**src/hw/asp_pkg.sv**
```systemverilog
// Purpose: Constants for the asynchronous serial port
// Assumes: One 250 MHz clock, registers on a plain strobe port
// Notes: Overview of operation follows
// Overview of operation
// - Divisor sets 16x tick, zero stops it
// - Divisor write restarts baud counter
// - Transmit needs tx_enable and module enable
// - Data write starts frame, done flag sticks
// - Idle transmit line rests high
// - Data writes ignored while frame sends
// - Frame: start, 8/9 data, 1/2 stops
// - Data shifted least significant bit first
// - Receive needs rx_enable and module enable
// - Completed frame fills empty buffer, sets full
// - Full buffer: overrun set, new character dropped
// - Overrun, framing, parity flags stay until cleared
// - Falling edge: low after three highs
// - Bits decided by majority of slots 8-10
// - Start bit needs two low votes
// - Falling edges realign slot counter always
// - Multiprocessor mode keeps ninth-bit-one characters
// - Light idle wake needs rx interrupt enable
// - Deep idle low input sets wake flag
// - Instance clock gate, one runs, reset zero
// - Writing one clears flag, zero keeps
// - Nine-bit parity puts parity in ninth bit
// - parity_odd_select one odd, zero even
// - Module disable clears state, re-enable waits
package asp_pkg;
   localparam logic [7:0] A_BD = 8'h00;
   localparam logic [7:0] A_CFG = 8'h04;
   localparam logic [7:0] A_IRQ = 8'h08;
   localparam logic [7:0] A_STS = 8'h0C;
   localparam logic [7:0] A_DAT = 8'h10;
   localparam logic [7:0] A_CLR = 8'h14;
   localparam logic [7:0] A_WAKE = 8'h18;
   localparam logic [7:0] A_GATE = 8'h1C;
   localparam logic [7:0] A_IOS = 8'h40;
   localparam int CFG_EN = 7;
   localparam int CFG_TX_ENABLE = 6;
   localparam int CFG_RX_ENABLE = 5;
   localparam int CFG_MULTI = 4;
   localparam int CFG_STOP2 = 3;
   localparam int CFG_NINE = 2;
   localparam int CFG_PAR = 1;
   localparam int CFG_ODD = 0;
   localparam int IRQ_RXIE = 1;
   localparam int IRQ_FILT = 0;
   localparam int ST_RX_NINTH = 6;
   localparam int ST_TX_NINTH = 5;
   localparam int ST_TXD = 4;
   localparam int ST_RXF = 3;
   localparam int ST_OVR = 2;
   localparam int ST_FE = 1;
   localparam int ST_PE = 0;
   localparam int WK_CLR = 2;
   localparam int WK_FLG = 1;
   localparam int WK_ENABLE = 0;
   localparam int DIV_W = 13;
   localparam int IOS_W = 14;
   localparam logic [4:0] OVS = 5'h10;
   localparam logic [4:0] SL_A = 5'h08;
   localparam logic [4:0] SL_B = 5'h09;
   localparam logic [4:0] SL_C = 5'h0A;
   localparam logic [3:0] TSLOT_LAST = 4'hF;
   localparam logic [7:0] RBUF_RST = 8'hFF;
   localparam int CLK_MHZ = 250;
   localparam int REEN_NS = 500;
   localparam logic [7:0] REEN_CYC = 8'((REEN_NS * CLK_MHZ + 999) / 1000);
   typedef enum logic [0:0] {RX_IDLE = 1'b0, RX_RUN = 1'b1} asp_rx_e;
   typedef enum logic [0:0] {TX_IDLE = 1'b0, TX_SEND = 1'b1} asp_tx_e;
endpackage

```
**src/hw/asp_top.sv**
```systemverilog
// Purpose: Asynchronous serial port, transmitter and receiver
// Assumes: Inputs synchronous to mclk_in
// Notes: clk_en_in low freezes every flip-flop
`timescale 1ns/1ns
module asp_top
   import asp_pkg::*;
(
   input wire logic mclk_in,
   input wire logic nrst_in,
   input wire logic clk_en_in,
   input wire logic [7:0] addr_in,
   input wire logic [31:0] wdata_in,
   input wire logic wr_in,
   input wire logic rd_in,
   output logic [31:0] rdata_out,
   input wire logic rxd_in,
   input wire logic deep_idle_in,
   output logic txd_out,
   output logic wake_req_out
);
   typedef struct packed {
      logic [DIV_W-1:0] div;
      logic [7:0] cfg;
      logic [2:0] irq;
      logic tx_ninth_bit;
      logic txdone;
      logic rxf;
      logic ovr;
      logic fe;
      logic pe;
      logic rx_ninth_bit;
      logic [7:0] rbuf;
      logic warm;
      logic wflg;
      logic gate;
      logic [IOS_W-1:0] ios;
      logic [DIV_W-1:0] bcnt;
      logic [7:0] reen;
      asp_tx_e txs;
      logic [11:0] tsh;
      logic [3:0] tleft;
      logic [3:0] tslot;
      logic txd;
      logic [2:0] filt;
      logic [2:0] hist;
      asp_rx_e rxs;
      logic [4:0] slot;
      logic [3:0] idx;
      logic v8;
      logic v9;
      logic [8:0] rdat;
      logic [31:0] rdata;
      logic wreq;
   } asp_state_s;

   localparam asp_state_s ST_RST = '{
      rbuf: RBUF_RST, txd: 1'b1, txs: TX_IDLE, rxs: RX_IDLE, default: '0};

   function automatic logic maj3(input logic [2:0] v);
      maj3 = (v[0] & v[1]) | (v[0] & v[2]) | (v[1] & v[2]);
   endfunction

   asp_state_s st_r;
   asp_state_s st_nxt;
   logic run;
   logic tick;
   logic rx_on;
   logic tx_on;
   logic smp;
   logic edge_f;
   logic bitv;
   logic rx_done;
   logic rx_stop;
   logic accept;
   logic rxf_set;
   logic ovr_set;
   logic fe_set;
   logic pe_set;
   logic txd_set;
   logic wk_set;
   logic tx_start;
   logic t9;
   logic [3:0] dbits;
   logic [4:0] clr;

   always_comb
   begin
      st_nxt = st_r;
      tick = 1'b0;
      edge_f = 1'b0;
      bitv = 1'b0;
      rx_done = 1'b0;
      rx_stop = 1'b0;
      rxf_set = 1'b0;
      ovr_set = 1'b0;
      fe_set = 1'b0;
      pe_set = 1'b0;
      txd_set = 1'b0;
      clr = 5'h00;
      run = st_r.gate && !deep_idle_in;
      rx_on = st_r.cfg[CFG_RX_ENABLE] && st_r.cfg[CFG_EN];
      tx_on = st_r.cfg[CFG_TX_ENABLE] && st_r.cfg[CFG_EN];
      dbits = st_r.cfg[CFG_NINE] ? 4'h9 : 4'h8;
      smp = st_r.irq[IRQ_FILT] ? maj3(st_r.filt) : rxd_in;
      accept = !(st_r.cfg[CFG_MULTI] && st_r.cfg[CFG_NINE] && !st_r.rdat[8]);
      t9 = st_r.tx_ninth_bit;
      if (st_r.cfg[CFG_NINE] && st_r.cfg[CFG_PAR])
      begin
         t9 = (^wdata_in[7:0]) ^ st_r.cfg[CFG_ODD];
      end
      tx_start = wr_in && (addr_in == A_DAT) && (st_r.txs == TX_IDLE) && tx_on && run;
      wk_set = deep_idle_in && st_r.warm && rx_on && !rxd_in;
      if (!st_r.cfg[CFG_EN])
      begin
         st_nxt.bcnt = '0;
         st_nxt.txs = TX_IDLE;
         st_nxt.rxs = RX_IDLE;
         st_nxt.hist = 3'h0;
         st_nxt.slot = 5'h00;
         st_nxt.idx = 4'h0;
         st_nxt.tslot = 4'h0;
      end
      else if (run)
      begin
         if (st_r.div != '0)
         begin
            tick = (st_r.bcnt == st_r.div - 13'h0001);
            st_nxt.bcnt = tick ? '0 : st_r.bcnt + 13'h0001;
         end
         st_nxt.filt = {st_r.filt[1:0], rxd_in};
         if (!rx_on)
         begin
            st_nxt.rxs = RX_IDLE;
            st_nxt.hist = 3'h0;
         end
         else if (tick)
         begin
            st_nxt.hist = {st_r.hist[1:0], smp};
            edge_f = (st_r.hist == 3'h7) && !smp;
            case (st_r.rxs)
               RX_IDLE:
               begin
                  if (edge_f)
                  begin
                     st_nxt.rxs = RX_RUN;
                     st_nxt.slot = 5'h02;
                     st_nxt.idx = 4'h0;
                  end
               end
               RX_RUN:
               begin
                  if (edge_f)
                  begin
                     st_nxt.slot = 5'h02;
                     if (st_r.slot > SL_C)
                     begin
                        st_nxt.idx = st_r.idx + 4'h1;
                     end
                  end
                  else
                  begin
                     st_nxt.slot = (st_r.slot == OVS) ? 5'h01 : st_r.slot + 5'h01;
                     if (st_r.slot == OVS)
                     begin
                        st_nxt.idx = st_r.idx + 4'h1;
                     end
                     if (st_r.slot == SL_A)
                     begin
                        st_nxt.v8 = smp;
                     end
                     if (st_r.slot == SL_B)
                     begin
                        st_nxt.v9 = smp;
                     end
                     if (st_r.slot == SL_C)
                     begin
                        bitv = maj3({st_r.v8, st_r.v9, smp});
                        if (st_r.idx == 4'h0)
                        begin
                           if (bitv)
                           begin
                              st_nxt.rxs = RX_IDLE;
                           end
                        end
                        else if (st_r.idx <= dbits)
                        begin
                           st_nxt.rdat[st_r.idx - 4'h1] = bitv;
                        end
                        else
                        begin
                           rx_done = 1'b1;
                           rx_stop = bitv;
                           st_nxt.rxs = RX_IDLE;
                        end
                     end
                  end
               end
               default:
               begin
                  st_nxt.rxs = RX_IDLE;
               end
            endcase
         end
         if (rx_done && accept)
         begin
            fe_set = !rx_stop;
            pe_set = st_r.cfg[CFG_NINE] && st_r.cfg[CFG_PAR] &&
               (st_r.rdat[8] != ((^st_r.rdat[7:0]) ^ st_r.cfg[CFG_ODD]));
            if (st_r.rxf)
            begin
               ovr_set = 1'b1;
            end
            else
            begin
               rxf_set = 1'b1;
               st_nxt.rbuf = st_r.rdat[7:0];
               st_nxt.rx_ninth_bit = st_r.rdat[8];
            end
         end
         if (!tx_on)
         begin
            st_nxt.txs = TX_IDLE;
         end
         else if (tx_start)
         begin
            st_nxt.txs = TX_SEND;
            st_nxt.tslot = 4'h0;
            st_nxt.tleft = 4'h1 + dbits + (st_r.cfg[CFG_STOP2] ? 4'h2 : 4'h1);
            if (st_r.cfg[CFG_NINE])
            begin
               st_nxt.tsh = {2'h3, t9, wdata_in[7:0], 1'b0};
            end
            else
            begin
               st_nxt.tsh = {3'h7, wdata_in[7:0], 1'b0};
            end
         end
         else if ((st_r.txs == TX_SEND) && tick)
         begin
            st_nxt.tslot = st_r.tslot + 4'h1;
            if (st_r.tslot == TSLOT_LAST)
            begin
               st_nxt.tsh = {1'b1, st_r.tsh[11:1]};
               st_nxt.tleft = st_r.tleft - 4'h1;
               if (st_r.tleft == 4'h1)
               begin
                  st_nxt.txs = TX_IDLE;
                  txd_set = 1'b1;
               end
            end
         end
      end
      st_nxt.txd = (st_nxt.txs == TX_SEND) ? st_nxt.tsh[0] : 1'b1;
      if (st_r.reen != 8'h00)
      begin
         st_nxt.reen = st_r.reen - 8'h01;
      end
      if (rd_in)
      begin
         st_nxt.rdata = 32'h0;
         if (addr_in == A_BD)
         begin
            st_nxt.rdata[DIV_W-1:0] = st_r.div;
         end
         else if (addr_in == A_CFG)
         begin
            st_nxt.rdata[7:0] = st_r.cfg;
         end
         else if (addr_in == A_IRQ)
         begin
            st_nxt.rdata[2:0] = st_r.irq;
         end
         else if (addr_in == A_STS)
         begin
            st_nxt.rdata[6:0] = {st_r.rx_ninth_bit, st_r.tx_ninth_bit, st_r.txdone,
               st_r.rxf, st_r.ovr, st_r.fe, st_r.pe};
         end
         else if (addr_in == A_DAT)
         begin
            st_nxt.rdata[7:0] = st_r.rbuf;
         end
         else if (addr_in == A_WAKE)
         begin
            st_nxt.rdata[1:0] = {st_r.wflg, st_r.warm};
         end
         else if (addr_in == A_GATE)
         begin
            st_nxt.rdata[0] = st_r.gate;
         end
         else if (addr_in == A_IOS)
         begin
            st_nxt.rdata[IOS_W-1:0] = st_r.ios;
         end
      end
      if (wr_in)
      begin
         if (addr_in == A_BD)
         begin
            st_nxt.div = wdata_in[DIV_W-1:0];
            st_nxt.bcnt = '0;
         end
         else if (addr_in == A_CFG)
         begin
            st_nxt.cfg = wdata_in[7:0];
            st_nxt.cfg[CFG_EN] = wdata_in[CFG_EN] && (st_r.reen == 8'h00);
            if (st_r.cfg[CFG_EN] && !wdata_in[CFG_EN])
            begin
               st_nxt.reen = REEN_CYC;
            end
         end
         else if (addr_in == A_IRQ)
         begin
            st_nxt.irq = wdata_in[2:0];
         end
         else if (addr_in == A_STS)
         begin
            if (!(st_r.cfg[CFG_NINE] && st_r.cfg[CFG_PAR]))
            begin
               st_nxt.tx_ninth_bit = wdata_in[ST_TX_NINTH];
            end
         end
         else if (addr_in == A_CLR)
         begin
            clr = wdata_in[4:0];
         end
         else if (addr_in == A_WAKE)
         begin
            st_nxt.warm = wdata_in[WK_ENABLE];
            if (wdata_in[WK_CLR])
            begin
               st_nxt.wflg = 1'b0;
            end
         end
         else if (addr_in == A_GATE)
         begin
            st_nxt.gate = wdata_in[0];
         end
         else if (addr_in == A_IOS)
         begin
            st_nxt.ios = wdata_in[IOS_W-1:0];
         end
      end
      // Set wins over clear on every flag
      st_nxt.txdone = (st_r.txdone && !clr[ST_TXD]) || txd_set;
      st_nxt.rxf = (st_r.rxf && !clr[ST_RXF]) || rxf_set;
      st_nxt.ovr = (st_r.ovr && !clr[ST_OVR]) || ovr_set;
      st_nxt.fe = (st_r.fe && !clr[ST_FE]) || fe_set;
      st_nxt.pe = (st_r.pe && !clr[ST_PE]) || pe_set;
      if (!st_r.cfg[CFG_EN])
      begin
         st_nxt.txdone = 1'b0;
         st_nxt.rxf = 1'b0;
         st_nxt.ovr = 1'b0;
         st_nxt.fe = 1'b0;
         st_nxt.pe = 1'b0;
      end
      if (wk_set)
      begin
         st_nxt.wflg = 1'b1;
      end
      st_nxt.wreq = st_nxt.wflg || (st_nxt.rxf && st_nxt.irq[IRQ_RXIE]);
   end

   always_ff @(posedge mclk_in or negedge nrst_in)
   begin
      if (!nrst_in)
      begin
         st_r <= ST_RST;
      end
      else if (clk_en_in)
      begin
         st_r <= st_nxt;
      end
   end

   assign rdata_out = st_r.rdata;
   assign txd_out = st_r.txd;
   assign wake_req_out = st_r.wreq;
endmodule // asp_top

```
**config.mk**
```make
export PLATFORM = sky130hd
export DESIGN_NAME = asp_top
export DESIGN_NICKNAME = d
export VERILOG_FILES = /design/src/hw/asp_pkg.sv /design/src/hw/asp_top.sv
export SDC_FILE = /design/constraint.sdc
export NUM_CORES = 1
export LEC_CHECK = 0
export BUFFER_PORTS_ARGS = -buffer_cell sky130_fd_sc_hd__buf_4
export CAP_MARGIN = 20
export CELL_PAD_IN_SITES_DETAIL_PLACEMENT = 1
export CELL_PAD_IN_SITES_GLOBAL_PLACEMENT = 1
export CORE_MARGIN = 2
export CORE_UTILIZATION = 47
export DETAILED_ROUTE_END_ITERATION = 10
export PLACE_DENSITY = 0.89
export SYNTH_ARGS = -nofsm -noshare
export SYNTH_HDL_FRONTEND = slang
export SYNTH_SLANG_ARGS = --single-unit
```
**constraint.sdc**
```tcl
create_clock -name mclk_in -period 3.7 [get_ports mclk_in]
set_input_delay 0.185 -clock mclk_in [delete_from_list [all_inputs] [get_ports mclk_in]]
set_output_delay 0.185 -clock mclk_in [all_outputs]
set_load 0.02 [all_outputs]
```
======== After elaboration in Yosys (flattened, before gate mapping) ========
Index checks and enable logic that the tools add are counted.
W data, S select, Z words.
storage, ports and cells
  register bits ........................... 141
cells by class
  equal/unequal tests ..................... 26
  bitwise logic cells ..................... 25
  $lt $le $gt $ge ......................... 4
  $add $sub $neg .......................... 10
  reduce and logical (&&, ||, !) cells .... 71
  muxes and demuxes ....................... 161
operator list
  cell                  count
  $mux W13              15
  $mux W14              11
  $mux W8               11
  $mux W12              7
  $mux W16              5
  $mux W1               66
  $mux W21              3
  $mux W24              2
  $mux W5               9
  $mux W20              2
  $mux W37              1
  $mux W9               4
  $mux W11              3
  $eq A8 B5 Y1 const B  4
  $logic_and A1 B1 Y1   26
  $reduce_and A8 Y1     3
  $mux W10              2
  $pmux W10 S2          1
  $reduce_and A10 Y1    2
  $mux W17              1
  $eq A8 B4 Y1 const B  2
  $logic_not A8 Y1      2
  $mux W4               4
  $reduce_xor A8 Y1     2
  51 further kinds      109

======== Logic depth before layout (Yosys ltp) ========
  word-level depth ........................ 35
  depth in mapped cells ................... 12
  gate-level depth less buffers ........... 10

======== Worst setup path before layout ========
No wires, ideal clock.
  path type ............................... flip-flop to flip-flop
  from .................................... reg st_r[151] in the netlist's numbering
  to ...................................... reg st_r[44] in the netlist's numbering
  cell stages (with the launch flop) ...... 10
  data required time ...................... 3.575 ns
  arrival ................................. 2.903 ns
  period minus slack after synthesis ...... 3.027 ns
  buffers on the path ..................... 1
  library setup time ...................... 0.125 ns
  setup slack ............................. 0.673 ns
  cells stage by stage .................... dfrtp_1 -> buf_6 -> or4_4 -> or4_1 -> a311o_1 -> o31ai_2 -> nand4_1 -> nor4_2 -> o21a_1 -> mux2_2
on the way
  cells in the longest elaborated chain, start to end .. 7
RTL lines
  element                               RTL line        RTL
  from (decl)                           asp_top.sv:63   asp_state_s st_r;
  from (signal assigned)                asp_top.sv:372  st_r <= st_nxt;
  $sub A13 B1 Y13                       asp_top.sv:127  tick = (st_r.bcnt == st_r.div - 13'h0001);
  $eq A13 B13 Y1                        asp_top.sv:127
  $mux W1 *                             asp_top.sv:125  if (st_r.div != '0)
  $mux W1 *                             asp_top.sv:123  else if (run)
  $mux W1 *                             asp_top.sv:113  if (!st_r.cfg[CFG_EN])
  $ne A2 B1 Y1 (no source line) *       -
  $reduce_and A7 Y1 (no source line) *  -
Mark *: on every way between the ends. The rest lies on a longest branch, timed or not. The select of a mux whose other input is x is not followed.
A chain may end at the register's enable or synchronous reset.

==> results.ini <==
[outcome]
outcome=finished clean

[critical_path]
critPathLaunchType=flip-flop
crit_fanout=6
endpoint_kind=flip-flop
required_ns=4.02
path_class=reg -> reg
r2r_cells=8
cp.arrival_ns=3.86
r2r_start=st_r[146]
rrSetupSlack_ns=0.16

[detailed_routing]
drt_iter0_markers=667
drc=0
wl_per_cell_um=23.9
wl_um=26600
vias=7200
viasPerCell=6.47
drtPass1Iterations=5
ant_nets=0

[logic_synthesis]
synth-main-ff-cell=dfrtp_1
syn_inst=838
syn_area_per_cell_um2=9.82
synth-seq-cells=141
ys_warn_count=0
ys_seq_area_share_pct=43.0
synth-edff-count=0
synth_async_sr_flop_share_pct=100
yosys.area.top_type=dfrtp_1
synth_area_leaders=dfrtp_1, mux2_2, nand2_1, o21ai_0, ha_1
synth_area_um2=8230
yosysUniqueCellTypes=83
synth_top_area_share_pct=40.1

[layout]
fillers=1865
utilization_pct=54.3
regArea_um2=3540
fin_area_um2=9360
syn2layout_area_growth_pct=13.7
nets=942
multi_input_area_um2=4310
drive_gt1_share_pct=22.0
num_antenna_cells=0

[sta]
period_needed_ns=3.54
period_share_pct=95.7
relSlewSlack_pct=38.2
finalClockSkew_ns=0.0115
clock.fmax_ghz=0.282
setup_viol=0
finalHoldViolCount=0
tightest_slew_ns=0.924
setup_tns_ns=0
drv_slew=0
rsz0062_at_grt=no

[pwr]
p_per_area_nw_per_um2=406
p_leak_nw=4.19
vdd_drop_max_uv=312
p_total_w=0.00380

[clock_tree]
path_clk_slew_ns=0.06
htree_levels=4
cts_tree=done
cts_made_buffers=17
cts.sinks=141
cts_buffer_depth=2
clock_latency_ns=0.44
clockRootBuffer=clkbuf_16

[global_route]
antenna_found_initial=0
grt_max_degree=76
first_global_vias=7597
grt_usage_pct=29.6
grt_pass1_wl_um=41600
grt-ovfl-total=0

[floorplanning]
dieArea_um2=18600
die_w_um=136
rows=48
die_h_um=136
initial_utilization_pct=47.8
core_um2=17200
ioPinCount=81

[placed_design]
place_hpwl_um=17000
gp_congestion=0.907
io_buffers=44
postPlaceCellArea_um2=8700

[job]
maxCapViolCount=0

[worst_hold_path]
hp-start=wdata_in[12]
hp-class=in -> reg
min_path_cells=2
whs_endpoint=st_r[158]

==> logic make-up (layout without fill, tap and decap cells) <==
kind of cell             Yosys count  after routing  share of synthesized area (%)
other                              1             18                         0.0455
AO/OA/AOI/OAI                    202            202                           16.4
XOR/XNOR                          37             37                           4.10
adder cells (fa/ha/maj)           22             22                           3.28
AND/OR/NAND/NOR                  269            269                           16.8
multiplexers                      76             76                           10.7
buffers and inverters             90            123                           5.71
flip-flops                       141            141                           43.0
==> repair_timing <==
action,4_1_cts,5_1_grt
buffers inserted,0,0
hold buffers,5,0
gates resized for setup,2,4
hold endpoints to repair,70,0
setup endpoints to repair,1,53
pin swaps,0,2
==> worst max-delay path, cell delays in order (launching register included) <==
cell	delay, ns
dfrtp_1	0.47
or2_0	0.39
nor3_1	0.52
xor2_1	0.21
a311oi_2	0.57
and4_2	0.40
nand3_1	0.23
nor3_1	0.29
mux2_2	0.36
==> report_power, final <==
group | internal (W) | leakage (nW) | switching, W
sequential | 0.00160 | 1.90 | 0.0000613
combinational | 0.000143 | 2.02 | 0.000241
clock | 0.00105 | 0.276 | 0.000706
==> through the flow <==
| step | worst slack, ns | instances | hold slack (ns) |
|---|---|---|---|
| final | 0.158 | 1113 | 0.0110 |
| after global routing | 0.0350 | 1113 | 0.0139 |
| after CTS | 0.00147 | 1113 | 0.000698 |
| after detailed placement | 0.167 | 1076 | 0.230 |
| after global placement | 0.367 | 1076 | 0.222 |
| after floorplan | 0.673 | 855 | -0.111 |
==> how the worst max path moves through the flow <==
stage	slack, ns	cells past startpoint	end	startpoint
after global placement	0.37	10	st_r[128]	st_r[146]
after global routing	0.04	11	st_r[52]	st_r[146]
after floorplan	0.67	9	st_r[44]	st_r[151]
final	0.16	8	flip-flop	st_r[146]
after CTS	0.001	10	st_r[44]	st_r[146]
after detailed placement	0.17	10	st_r[44]	st_r[146]
==> cell usage in the layout, fill, tap and decap left out, drive strengths merged, types with 5 or more instances in the layout <==
cell and instances:
a211oi 5, a21o 7, a21oi 29, a221o 6
a22o 15, a22oi 16, a31oi 15, and2 8
and3 9, and4 5, buf 67, clkbuf 23
conb 18, dfrtp 132, dfstp 9, dlygate4sd3 5
ha 20, inv 19, mux2 67, mux2i 9
nand2 105, nand2b 5, nand3 21, nand4 13
nor2 44, nor3 15, nor4 13, o21ai 69
o31ai 6, or2 5, xnor2 22, xor2 14
==> per-layer routing <==
layer  wire length, um  vias to the layer above  global-route usage [%]
met5                 0                        -                       0
met4              1360                        0                    16.5
met3              1670                      110                    6.30
met2             13200                      346                    49.7
met1             10300                     3670                    35.3
li1                  -                     3074                       -
==> registers in the layout, summed over array words and instances, names as in the netlist, named ones only <==
register / count
st_r: 116
rdata_out: 14
wake_req_out: 1
txd_out: 1
==> cell usage after synthesis (all sizes together) (6+ instances only) <==
master,number
a21o,7
a21oi,29
a221o,6
a22o,15
a22oi,16
a31oi,15
and2,8
and3,9
buf,40
clkbuf,31
dfrtp,132
dfstp,9
ha,20
inv,18
mux2,67
mux2i,9
nand2,105
nand3,21
nand4,13
nor2,44
nor3,15
nor4,13
o21ai,69
o31ai,6
xnor2,22
xor2,14
==> layout make-up <==
class	count	share of cell area (%)
clock buffer	23	5.11
inverter	19	0.762
timing repair buffer	72	6.08
clock inverter	9	1.20
sequential	141	37.8
tap	225	3.01
multi-input combinational	624	46.0
No activity file was read; power rests on OpenSTA's default activity.
